<file path="src/hw/rfc_params.svh">
// Function
// - no pause frame or jam while the transmitter is disabled; JAM_O can stay high for one cycle after TX_EN_I falls.
// - high level field bits 23:16 in 64-byte units triggers flow control.
// - full duplex high crossing sends exactly one pause frame with programmed time.
// - half duplex jams each matching frame for the programmed duration after trigger.
// - low level field bits 15:8; falling below sends zero-time pause frame.
// - zero-time pause only after a high pause was sent, while enabled.
// - duration field bits 7:4 sets jam length, ignored in full duplex.
// - bit 3 jams multicast frames after trigger, half duplex only.
// - bit 2 jams broadcast frames after trigger, half duplex only.
// - bit 1 jams own-address frames after trigger, half duplex only.
// - bit 0 any frame, overrides 3:1; jam on preamble, or queue pause.
// - duration codes 5,10,15,25..600 us at 100M; plus 2.2 us at 10M.
`ifndef RFC_PARAMS_SVH
`define RFC_PARAMS_SVH
`define RFC_CFG_ADDR 8'hAC
`define RFC_HI_MSB 23
`define RFC_HI_LSB 16
`define RFC_LO_MSB 15
`define RFC_LO_LSB 8
`define RFC_DUR_MSB 7
`define RFC_DUR_LSB 4
`define RFC_BIT_MULT 3
`define RFC_BIT_BRD 2
`define RFC_BIT_ADDR 1
`define RFC_BIT_ANY 0
`define RFC_CFG_MASK 32'h00FFFFFF
`define RFC_UNIT_SHIFT 6
`define RFC_CLK_MHZ 25
`define RFC_EXTRA_NS 2200
`endif

</file>
<file path="src/hw/rfc_pkg.sv">
package rfc_pkg;
    typedef enum logic [1:0] {RFC_IDLE, RFC_PAUSED} rfc_state_type;
    typedef struct packed {
        logic sof;
        logic multicast;
        logic broadcast;
        logic own_addr;
    } rfc_frame_type;
    typedef struct packed {
        logic req;
        logic zero_time;
    } rfc_pause_type;
endpackage : rfc_pkg

</file>
<file path="src/hw/rfc_flow_ctrl.sv">
// The strobed register port was left to the implementer.
`timescale 1ns/1ps
`include "rfc_params.svh"
module rfc_flow_ctrl
    import rfc_pkg::*;
#(
    parameter int FIFO_AW = 14
) (
    input wire logic MCLK_I,
    input wire logic RST_B_I,
    input wire logic [7:0] ADDR_I,
    input wire logic [31:0] WDATA_I,
    input wire logic WR_I,
    input wire logic RD_I,
    output logic [31:0] RDATA_O,
    input wire logic [FIFO_AW:0] RX_LEVEL_I,
    input wire logic TX_EN_I,
    input wire logic FULL_DUPLEX_I,
    input wire logic SPEED_100_I,
    input wire rfc_frame_type FRAME_I,
    output rfc_pause_type PAUSE_O,
    input wire logic PAUSE_ACK_I,
    output logic JAM_O
);
    logic [31:0] cfg;
    rfc_state_type state;
    logic pending;
    logic pend_zero;
    logic [23:0] jam_cnt;
    logic [23:0] next_jam_len;
    logic [23:0] extra;
    logic [FIFO_AW+2:0] hi_bytes;
    logic [FIFO_AW+2:0] lo_bytes;
    logic [FIFO_AW+2:0] lvl;
    logic hi_hit;
    logic lo_hit;
    logic enabled;
    logic match;
    logic [7:0] hi_f;
    logic [7:0] lo_f;
    logic [3:0] dur;
    // field extraction
    assign hi_f = cfg[`RFC_HI_MSB:`RFC_HI_LSB];
    assign lo_f = cfg[`RFC_LO_MSB:`RFC_LO_LSB];
    assign dur = cfg[`RFC_DUR_MSB:`RFC_DUR_LSB];
    assign enabled = |cfg[`RFC_BIT_MULT:`RFC_BIT_ANY];
    // thresholds scaled to bytes
    assign hi_bytes = {{(FIFO_AW-5){1'b0}}, hi_f} << `RFC_UNIT_SHIFT;
    assign lo_bytes = {{(FIFO_AW-5){1'b0}}, lo_f} << `RFC_UNIT_SHIFT;
    assign lvl = {2'b00, RX_LEVEL_I};
    assign hi_hit = lvl >= hi_bytes;
    assign lo_hit = lvl < lo_bytes;
    // frame selection; any-frame overrides the rest
    always_comb begin
        if (cfg[`RFC_BIT_ANY]) begin
            match = FRAME_I.sof;
        end else begin
            match = FRAME_I.sof & ((cfg[`RFC_BIT_MULT] & FRAME_I.multicast)
                | (cfg[`RFC_BIT_BRD] & FRAME_I.broadcast)
                | (cfg[`RFC_BIT_ADDR] & FRAME_I.own_addr));
        end
    end
    // jam length in cycles from the duration code
    always_comb begin
        extra = SPEED_100_I ? 24'h000000 : 24'(`RFC_EXTRA_NS * `RFC_CLK_MHZ / 1000);
        case (dur)
            4'h0: next_jam_len = 24'(5 * `RFC_CLK_MHZ) + extra;
            4'h1: next_jam_len = 24'(10 * `RFC_CLK_MHZ) + extra;
            4'h2: next_jam_len = 24'(15 * `RFC_CLK_MHZ) + extra;
            4'h3: next_jam_len = 24'(25 * `RFC_CLK_MHZ) + extra;
            default: next_jam_len = 24'(32'(dur - 4'h3) * 50 * `RFC_CLK_MHZ) + extra;
        endcase
    end
    // configuration register
    always_ff @(posedge MCLK_I) begin
        if (!RST_B_I) begin
            cfg <= 32'h00000000;
        end else if (WR_I && ADDR_I == `RFC_CFG_ADDR) begin
            cfg <= WDATA_I & `RFC_CFG_MASK;
        end
    end
    // read data, one cycle after the strobe
    always_ff @(posedge MCLK_I) begin
        if (!RST_B_I) begin
            RDATA_O <= 32'h00000000;
        end else if (RD_I && ADDR_I == `RFC_CFG_ADDR) begin
            RDATA_O <= cfg;
        end else begin
            RDATA_O <= 32'h00000000;
        end
    end
    // full duplex pause sequencing
    always_ff @(posedge MCLK_I) begin
        if (!RST_B_I) begin
            state <= RFC_IDLE;
            pending <= 1'b0;
            pend_zero <= 1'b0;
        end else if (pending) begin
            if (PAUSE_ACK_I) begin
                pending <= 1'b0;
            end
        end else begin
            case (state)
                RFC_IDLE: begin
                    // bits 3:1 cannot arm a pause in full duplex, only any-frame does; they still count toward enabled in RFC_PAUSED
                    if (cfg[`RFC_BIT_ANY] && FULL_DUPLEX_I && TX_EN_I && hi_hit) begin
                        pending <= 1'b1;
                        pend_zero <= 1'b0;
                        state <= RFC_PAUSED;
                    end
                end
                RFC_PAUSED: begin
                    if (!enabled) begin
                        state <= RFC_IDLE;
                    end else if (lo_hit && TX_EN_I) begin
                        pending <= 1'b1;
                        pend_zero <= 1'b1;
                        state <= RFC_IDLE;
                    end
                end
                default: state <= RFC_IDLE;
            endcase
        end
    end
    assign PAUSE_O.req = pending & TX_EN_I;
    assign PAUSE_O.zero_time = pend_zero;
    // half duplex jam timer
    always_ff @(posedge MCLK_I) begin
        if (!RST_B_I) begin
            jam_cnt <= 24'h000000;
        end else if (!TX_EN_I || FULL_DUPLEX_I) begin
            jam_cnt <= 24'h000000;
        end else if (jam_cnt == 24'h000000 && hi_hit && match) begin
            jam_cnt <= next_jam_len;
        end else if (jam_cnt != 24'h000000) begin
            jam_cnt <= jam_cnt - 24'h000001;
        end
    end
    always_ff @(posedge MCLK_I) begin
        if (!RST_B_I) begin
            JAM_O <= 1'b0;
        end else begin
            JAM_O <= (jam_cnt > 24'h000001) && TX_EN_I && !FULL_DUPLEX_I;
        end
    end
endmodule : rfc_flow_ctrl

</file>
<file path="config.mk">
export PLATFORM = sky130hd
export DESIGN_NAME = rfc_flow_ctrl
export DESIGN_NICKNAME = d
export VERILOG_FILES = /design/src/hw/rfc_pkg.sv /design/src/hw/rfc_flow_ctrl.sv
export VERILOG_INCLUDE_DIRS = /design/src /design/src/hw
export SDC_FILE = /design/constraint.sdc
export NUM_CORES = 1
export LEC_CHECK = 0
export BUFFER_PORTS_ARGS = -buffer_cell sky130_fd_sc_hd__buf_2
export CAP_MARGIN = 15
export CORE_MARGIN = 2
export CORE_UTILIZATION = 54
export DETAILED_ROUTE_END_ITERATION = 8
export GPL_TIMING_DRIVEN = 0
export PLACE_DENSITY_LB_ADDON = 0.1
export SYNTH_ARGS = -nofsm -noshare
export SYNTH_HDL_FRONTEND = slang
export SYNTH_SLANG_ARGS = --single-unit
</file>
<file path="constraint.sdc">
create_clock -name MCLK_I -period 7.9 [get_ports MCLK_I]
set_input_delay 0.79 -clock MCLK_I [delete_from_list [all_inputs] [get_ports MCLK_I]]
set_output_delay 0.79 -clock MCLK_I [all_outputs]
set_load 0.05 [all_outputs]
</file>
==> results of run 1 <==
## per-layer routing
layer  vias to the layer above  GRT usage [%]  wire length [um]
li1                       2988              -                 -
met5                         -              0                 0
met4                         0          5.283               222
met1                      2701          27.04              6956
met3                        19          5.357               667
met2                       116          41.85              7862
## registers in the layout, summed over array words and instances, names as in the netlist
name / cells
pend_zero: 1
cfg: 24
JAM_O: 1
RDATA_O: 24
state: 1
jam_cnt: 24
pending: 1
## cells in the mapped netlist (10+ instances only)
cell,instances,area share (%)
sky130_fd_sc_hd__inv_1,102,5.4
sky130_fd_sc_hd__ha_1,100,18
sky130_fd_sc_hd__dfxtp_1,76,21
sky130_fd_sc_hd__nor2_1,60,3.2
sky130_fd_sc_hd__nand2_1,48,2.5
sky130_fd_sc_hd__xnor2_1,43,5.3
sky130_fd_sc_hd__a21oi_1,41,2.9
sky130_fd_sc_hd__and2_1,30,2.6
sky130_fd_sc_hd__nor2b_1,26,2.3
sky130_fd_sc_hd__xor2_1,26,3.2
sky130_fd_sc_hd__mux2i_1,24,3.4
sky130_fd_sc_hd__nor3_1,24,1.7
sky130_fd_sc_hd__o21ai_0,23,1.6
sky130_fd_sc_hd__fa_1,22,6.2
sky130_fd_sc_hd__a21o_1,12,1.3
sky130_fd_sc_hd__clkbuf_1,11,0.58
sky130_fd_sc_hd__buf_4,10,1.1
## cell type report
class	instances	area, um^2	share of cell area, %
clock inverters	6	46.29	0.5733
plain buffers	27	162.7	2.014
clock buffers	10	239.0	2.959
inverters	103	386.6	4.788
multi-input cells	622	5079	62.89
well taps	172	215.2	2.665
repair buffers	85	425.4	5.268
flip-flops and latches	76	1521	18.84
## power breakdown
group	internal, mW	switching (mW)
Clock	0.223	0.169
Sequential	0.440	0.0560
Combinational	0.660	0.868
## kinds of logic after synthesis
kind of cell               count (synthesis)
AOI/OAI and AO/OA                        139
adders and majority gates                122
muxes                                     26
xor gates and xnor gates                  69
buffers and inverters                    131
other                                      1
and+or+nand+nor                          258
DFF                                       76
## how the worst min path moves through the flow
stage	cells past startpoint	endpoint	from
final	1	RDATA_O[8]	cfg[8]
after global routing	1	RDATA_O[10]	cfg[10]
after CTS	1	RDATA_O[8]	cfg[8]
after detailed placement	1	RDATA_O[10]	cfg[10]
after global placement	1	RDATA_O[10]	cfg[10]
after floorplan	1	RDATA_O[10]	cfg[10]
## critical path: cells and delay by family (launching register included)
family,cells,cell delay (ps)
adder cells (fa/ha/maj),10,3480
XOR/XNOR,1,460
flip-flops,1,510
buffers and inverters,4,370
AO/OA/AOI/OAI,6,1170
AND/OR/NAND/NOR,7,1330
## per-stage QoR
stage | total power [mW] | utilization (%) | hold WS, ps | setup WS [ps] | cells
2_1_floorplan | 1.737 | - | 452.5 | 871.6 | 829
3_3_place_gp | 1.975 | 60.95 | 475.3 | 203.9 | 1086
3_5_place_dp | 2.012 | 60.95 | 479.4 | 51.70 | 1086
4_1_cts | 2.421 | 63.19 | 494.8 | 34.88 | 1102
5_1_grt | 2.611 | 63.47 | 502.3 | 9.686 | 1101
6_report | 2.417 | 63.47 | 485.1 | 458.2 | 1101
==> results.env, run 1 <==
DIE_WIDTH_UM=118.6
YS_WARN_COUNT=0
RUN_STATUS='finished, final reports clean'
LAYOUT.CELL_AREA.NON_FILLER_UM2=8075
RRSETUPSLACK_PS=460
CP-END-KIND='flop'
R2R_END='jam_cnt[22]'
WORSTMARGINPINSLEW_PS=752.0
DETAIL_ROUTE.DRC_VIOLATIONS=0
MAX_FREQ_GHz=0.1344
FLOORPLAN.ROWS=41
FILL_CELL_INSTANCE_COUNT_OF_THE_FINAL_LAYOUT=1178
ROOT_BUFFER='sky130_fd_sc_hd__clkbuf_16'
SYNTH_TOP_FAMILY_BY_AREA='adder cells'
CRIT_PATH_END='jam_cnt[22]'
GRT.TOTAL_USAGE_PCT=22.93
LEADING_CELL_TYPE_IN_THE_LAYOUT_FILL_AND_TAPS_EXCLUDED='sky130_fd_sc_hd__inv_1'
CRITICAL_PATH_REQUIRED_PS=8120
TOTALWIRELENGTH_UM=15710
GRT_PASS1_VIAS=5969
SYNTH_COMPOUND_GATE_AREA_SHARE_PCT=13.59
CRITICAL_PATH_PEAK_FANOUT=8
WORST_PATH_MOST_REPEATED_CELL='sky130_fd_sc_hd__ha_1'
POST_SYNTH_NUM_CELL_TYPES=82
CP_SLOWEST_STAGE_DELAY_PS=510
FINALWORSTPATHREQUIREDPERIOD_PS=7442
FINAL_HOLD_VIOL_COUNT=0
FLOORPLAN.INITIALDENSITY_PCT=55.70
PLACED_AREA_UM2=7754
YOSYS.AREA_SHARE.SIMPLE_PCT=20.97
POSTCTSSETUPREPAIRBUFS=0
VIAS=5824
PLACEMENT.IO_BUFFERS=85
MOSTFREQUENTLAYOUTCELLS='sky130_fd_sc_hd__inv_1 (102), sky130_fd_sc_hd__ha_1 (99), sky130_fd_sc_hd__buf_2 (86)'
TRITONCTS='built'
NUM_IO_PINS=102
PATH_CLK_SLEW_PS=60
WORSTREGTOREGCELLS=28
YS_FF_LATCH=76
NUM_ANTENNA_CELLS=0
WORSTREG2REGSTART='cfg[4]'
IRDROPWORSTVDD_mV=0.2296
TIMING_WORST_SETUP_PATH_TYPE='flop to flop'
CHIP_HEIGHT_UM=118.6
YOSYSSEQAREASHARE_PCT=21.47
POWER.DENSITY_nW_PER_UM2=299.3
NATURE_OF_THE_CRITICAL_PATH_STARTPOINT='flop'
CELLLEAKAGEPOWER_nW=3.912
CTS_RESIZED=0
FIN_NETS=1113
NETLIST_AREA_UM2=7087
TIMING.FINAL.CRIT_SHARE_PCT=94.20
GRT_FIRST_PASS_WIRELENGTH_UM=26720
SYNTHADDERAREAFRAC_PCT=23.87
SLEW-LIMIT-HEADROOM_PCT=49.86
GLOBALROUTE.TOTALOVERFLOW=0
FIRST_PASS_ITERS=5
CTS_INSERTED_BUFFERS=9
NUMBER_OF_HOLD_BUFFERS_ADDED_AFTER_CTS=0
HP-CLASS='flop to flop'
TIMING.FINAL.MAX_SLEW_VIOLATIONS=0
TIMING.SETUP.TNS_PS=0
CAP_VIOLATIONS=0
CLOCKBUFFERDEPTH=2
GP_CONGESTION=0.8752
DRIVE_ABOVE_1_SHARE_PCT=16.36
YS_ASYNC_SR_FRACTION_PCT=0
CTS_SINKS=76
GRT_START_MAX_NET_PINS=18
LAUNCH_POINT_OF_THE_WORST_PATH='cfg[4]'
POST_SYNTH_MUX_AREA_SHARE_PCT=3.708
POST_SYNTH.CELL_AREA_AVG_UM2=8.621
CLOCK_LATENCY_PS=340
AREA_GROWTH_PCT=13.95
DETAILED_ROUTE_ITER0_VIOLATIONS=298
RSZ_0062_RAISED_AFTER_GLOBAL_ROUTING='false'
ANTENNA_FOUND_INITIAL=0
SYNTH_TOP_FLOP_CELL='sky130_fd_sc_hd__dfxtp_1'
CLOCK_SKEW_PS=5.443
WL_PER_CELL_UM=14.27
DIE_AREA_UM2=14060
CRITPATHARRIVALTIME_PS=7670
DETAILEDPLACEMENTHPWL_UM=13000
CRITPATHSLOWESTCELL='sky130_fd_sc_hd__dfxtp_1'
SYNTH_CELLS=822
DETAIL_ROUTE.VIAS_PER_CELL=5.290
CTS.HTREE.LEVELS=3
REPORT.FINAL.SETUP_VIOL=0
SYNTH-XOR-AREA-SHARE_PCT=8.528
FP.COREAREA_UM2=12720
SYNTH-EDFF-COUNT=0
POSTROUTEANTENNANETS=0
No activity file was read; power rests on OpenSTA's default activity.
==> run 2, diff against run 1 <==
--- a/config.mk
+++ b/config.mk
@@ -11,3 +11,3 @@
 export CORE_MARGIN = 2
-export CORE_UTILIZATION = 54
+export CORE_UTILIZATION = 59
 export DETAILED_ROUTE_END_ITERATION = 8
==> constraint.sdc (replaced) <==
create_clock -name MCLK_I -period 7.9 [get_ports MCLK_I]
set_input_delay 0.395 -clock MCLK_I [delete_from_list [all_inputs] [get_ports MCLK_I]]
set_output_delay 0.395 -clock MCLK_I [all_outputs]
set_load 0.05 [all_outputs]
==> run 2 against run 1 <==
Net effect:
- wire length increased by 4.0%
- combinational power about the same
- flip-flop and latch count unchanged
- fmax increased by 1.6%
- clock power decreased by 3%
- power increased by 0.35%
- sequential share of layout area increased by 0.13 points
- utilization increased by 4.2 points
- clock-buffer cell count unchanged
- die area decreased by 8.2%
==> results.env, run 2 (synthesis results as in run 1) <==
HP-CLASS='primary input to flop'
CTS_SINKS=76
CRITICAL_PATH_REQUIRED_PS=8120
FIN_WS_PS=573.5
POSTCTSSETUPREPAIRBUFS=0
POWER.DENSITY_nW_PER_UM2=302.2
TIMING.SETUP.TNS_PS=0
RSZ_0062_RAISED_AFTER_GLOBAL_ROUTING='false'
NATURE_OF_THE_CRITICAL_PATH_STARTPOINT='flop'
TIMING.FINAL.MAX_SLEW_VIOLATIONS=0
GP_CONGESTION=0.9123
CRITPATHARRIVALTIME_PS=7540
VIAS=5989
CRITICAL-PATH-TOP-DELAY-FAMILY='adder cells'
LAYOUT.CELL_AREA.NON_FILLER_UM2=8025
CRITICAL_PATH.N_BUFFERS_INVERTERS=4
GRT_FIRST_PASS_WIRELENGTH_UM=27610
MOSTFREQUENTLAYOUTCELLS='sky130_fd_sc_hd__inv_1 (102), sky130_fd_sc_hd__ha_1 (99), sky130_fd_sc_hd__buf_2 (86)'
PLACED_AREA_UM2=7722
WORSTMARGINPINSLEW_PS=736.7
TIMING_WORST_SETUP_PATH_TYPE='flop to flop'
FP.COREAREA_UM2=11860
DETAILEDPLACEMENTHPWL_UM=13350
CTS_INSERTED_BUFFERS=9
ANTENNA_FOUND_INITIAL=0
MAX_FREQ_GHz=0.1365
DETAILED_ROUTE_ITER0_VIOLATIONS=296
FINAL_HOLD_VIOL_COUNT=0
LEADING_CELL_TYPE_IN_THE_LAYOUT_FILL_AND_TAPS_EXCLUDED='sky130_fd_sc_hd__inv_1'
CLOCK_LATENCY_PS=340
REPORT.FINAL.SETUP_VIOL=0
GRT.TOTAL_USAGE_PCT=26.22
POSTROUTEANTENNANETS=0
PLACEMENT.IO_BUFFERS=85
DRIVE_ABOVE_1_SHARE_PCT=16.25
FIN_HOLD_WS_PS=309.6
NUM_IO_PINS=102
FINALWORSTPATHREQUIREDPERIOD_PS=7326
GRT_PASS1_VIAS=6060
FIN_NETS=1113
GRT_START_MAX_NET_PINS=18
FLOORPLAN.INITIALDENSITY_PCT=59.75
GLOBALROUTE.TOTALOVERFLOW=0
CRITICAL_PATH_PEAK_FANOUT=8
DIE_WIDTH_UM=113.6
CRITPATHSLOWESTCELL='sky130_fd_sc_hd__fa_1'
CHIP_HEIGHT_UM=113.6
RUN_STATUS='finished, final reports clean'
SLEW-LIMIT-HEADROOM_PCT=50.89
REG.LARGEST.LIST='RDATA_O (24), cfg (24), jam_cnt (24)'
AREA_GROWTH_PCT=13.24
CP-END-KIND='flop'
TOTALWIRELENGTH_UM=16330
CLOCK_SKEW_PS=8.393
TRITONCTS='built'
WL_PER_CELL_UM=15.18
NUM_ANTENNA_CELLS=0
PATH_CLK_SLEW_PS=60
DETAIL_ROUTE.VIAS_PER_CELL=5.566
FIRST_PASS_ITERS=7
FIN_TOTAL_PWR_mW=2.425
IRDROPWORSTVDD_mV=0.2164
DIE_AREA_UM2=12900
WORST_PATH_MOST_REPEATED_CELL='sky130_fd_sc_hd__ha_1'
ROOT_BUFFER='sky130_fd_sc_hd__clkbuf_16'
CAP_VIOLATIONS=0
CLOCKBUFFERDEPTH=2
TIMING.FINAL.CRIT_SHARE_PCT=92.74
NUMBER_OF_HOLD_BUFFERS_ADDED_AFTER_CTS=0
CTS.HTREE.LEVELS=3
CELLLEAKAGEPOWER_nW=3.914
POST-PLACE-WS_PS=15.49
FLOORPLAN.ROWS=40
DETAIL_ROUTE.DRC_VIOLATIONS=0
CP_SLOWEST_STAGE_DELAY_PS=560
## run 2: area by class of cell
| cell class | instances | area (um^2) |
|---|---|---|
| sequential | 76 | 1523 |
| clock inverter | 6 | 40.04 |
| buffer | 27 | 162.7 |
| inverter | 103 | 386.6 |
| timing repair buffer | 85 | 425.4 |
| tap | 147 | 183.9 |
| multi-input combinational | 622 | 5075 |
| clock buffer | 10 | 229.0 |
| fill | 1028 | 3836 |
## run 2: path summary, 6_finish.rpt
kind | startpoint | end | slack [ps] | cells past startpoint
worst max-delay path | cfg[4] | jam_cnt[22] | 570 | 26
worst min-delay path | WDATA_I[21] | cfg[21] | 310 | 3
worst max register to register | cfg[4] | jam_cnt[22] | 570 | 26
worst min register to register | cfg[21] | RDATA_O[21] | 480 | 1
## run 2: tightest hold or removal path: stages
cell and delay (ps):
sky130_fd_sc_hd__buf_2 70, sky130_fd_sc_hd__mux2i_1 50, sky130_fd_sc_hd__nor2b_1 90
## run 2: report_power, final
group	switching, mW	leakage, nW	total (mW)	internal, mW
Clock	0.168	0.133	0.381	0.213
Sequential	0.0561	0.614	0.496	0.440
Combinational	0.886	3.17	1.55	0.662
Total	1.11	3.91	2.43	1.31
## run 2: metrics by stage
stage,cells,util (%)
4_1_cts,1077,67.44
5_1_grt,1076,67.66
6_report,1076,67.66
3_3_place_gp,1061,65.11
3_5_place_dp,1061,65.11
2_1_floorplan,829,-
## run 2: what timing repair did
action	in CTS	in global routing
pin swaps	0	0
resized for setup	1	6
endpoints found under the setup margin	1	4
## run 2: metal layers
metal  up-vias  share of wire [%]  GRT usage, %
met4         0                1.9         7.480
met2       139                 50         47.43
met1      2818                 44         31.55
li1       2999                  -             -
met3        33                4.7         5.313
met5         -                  0             0
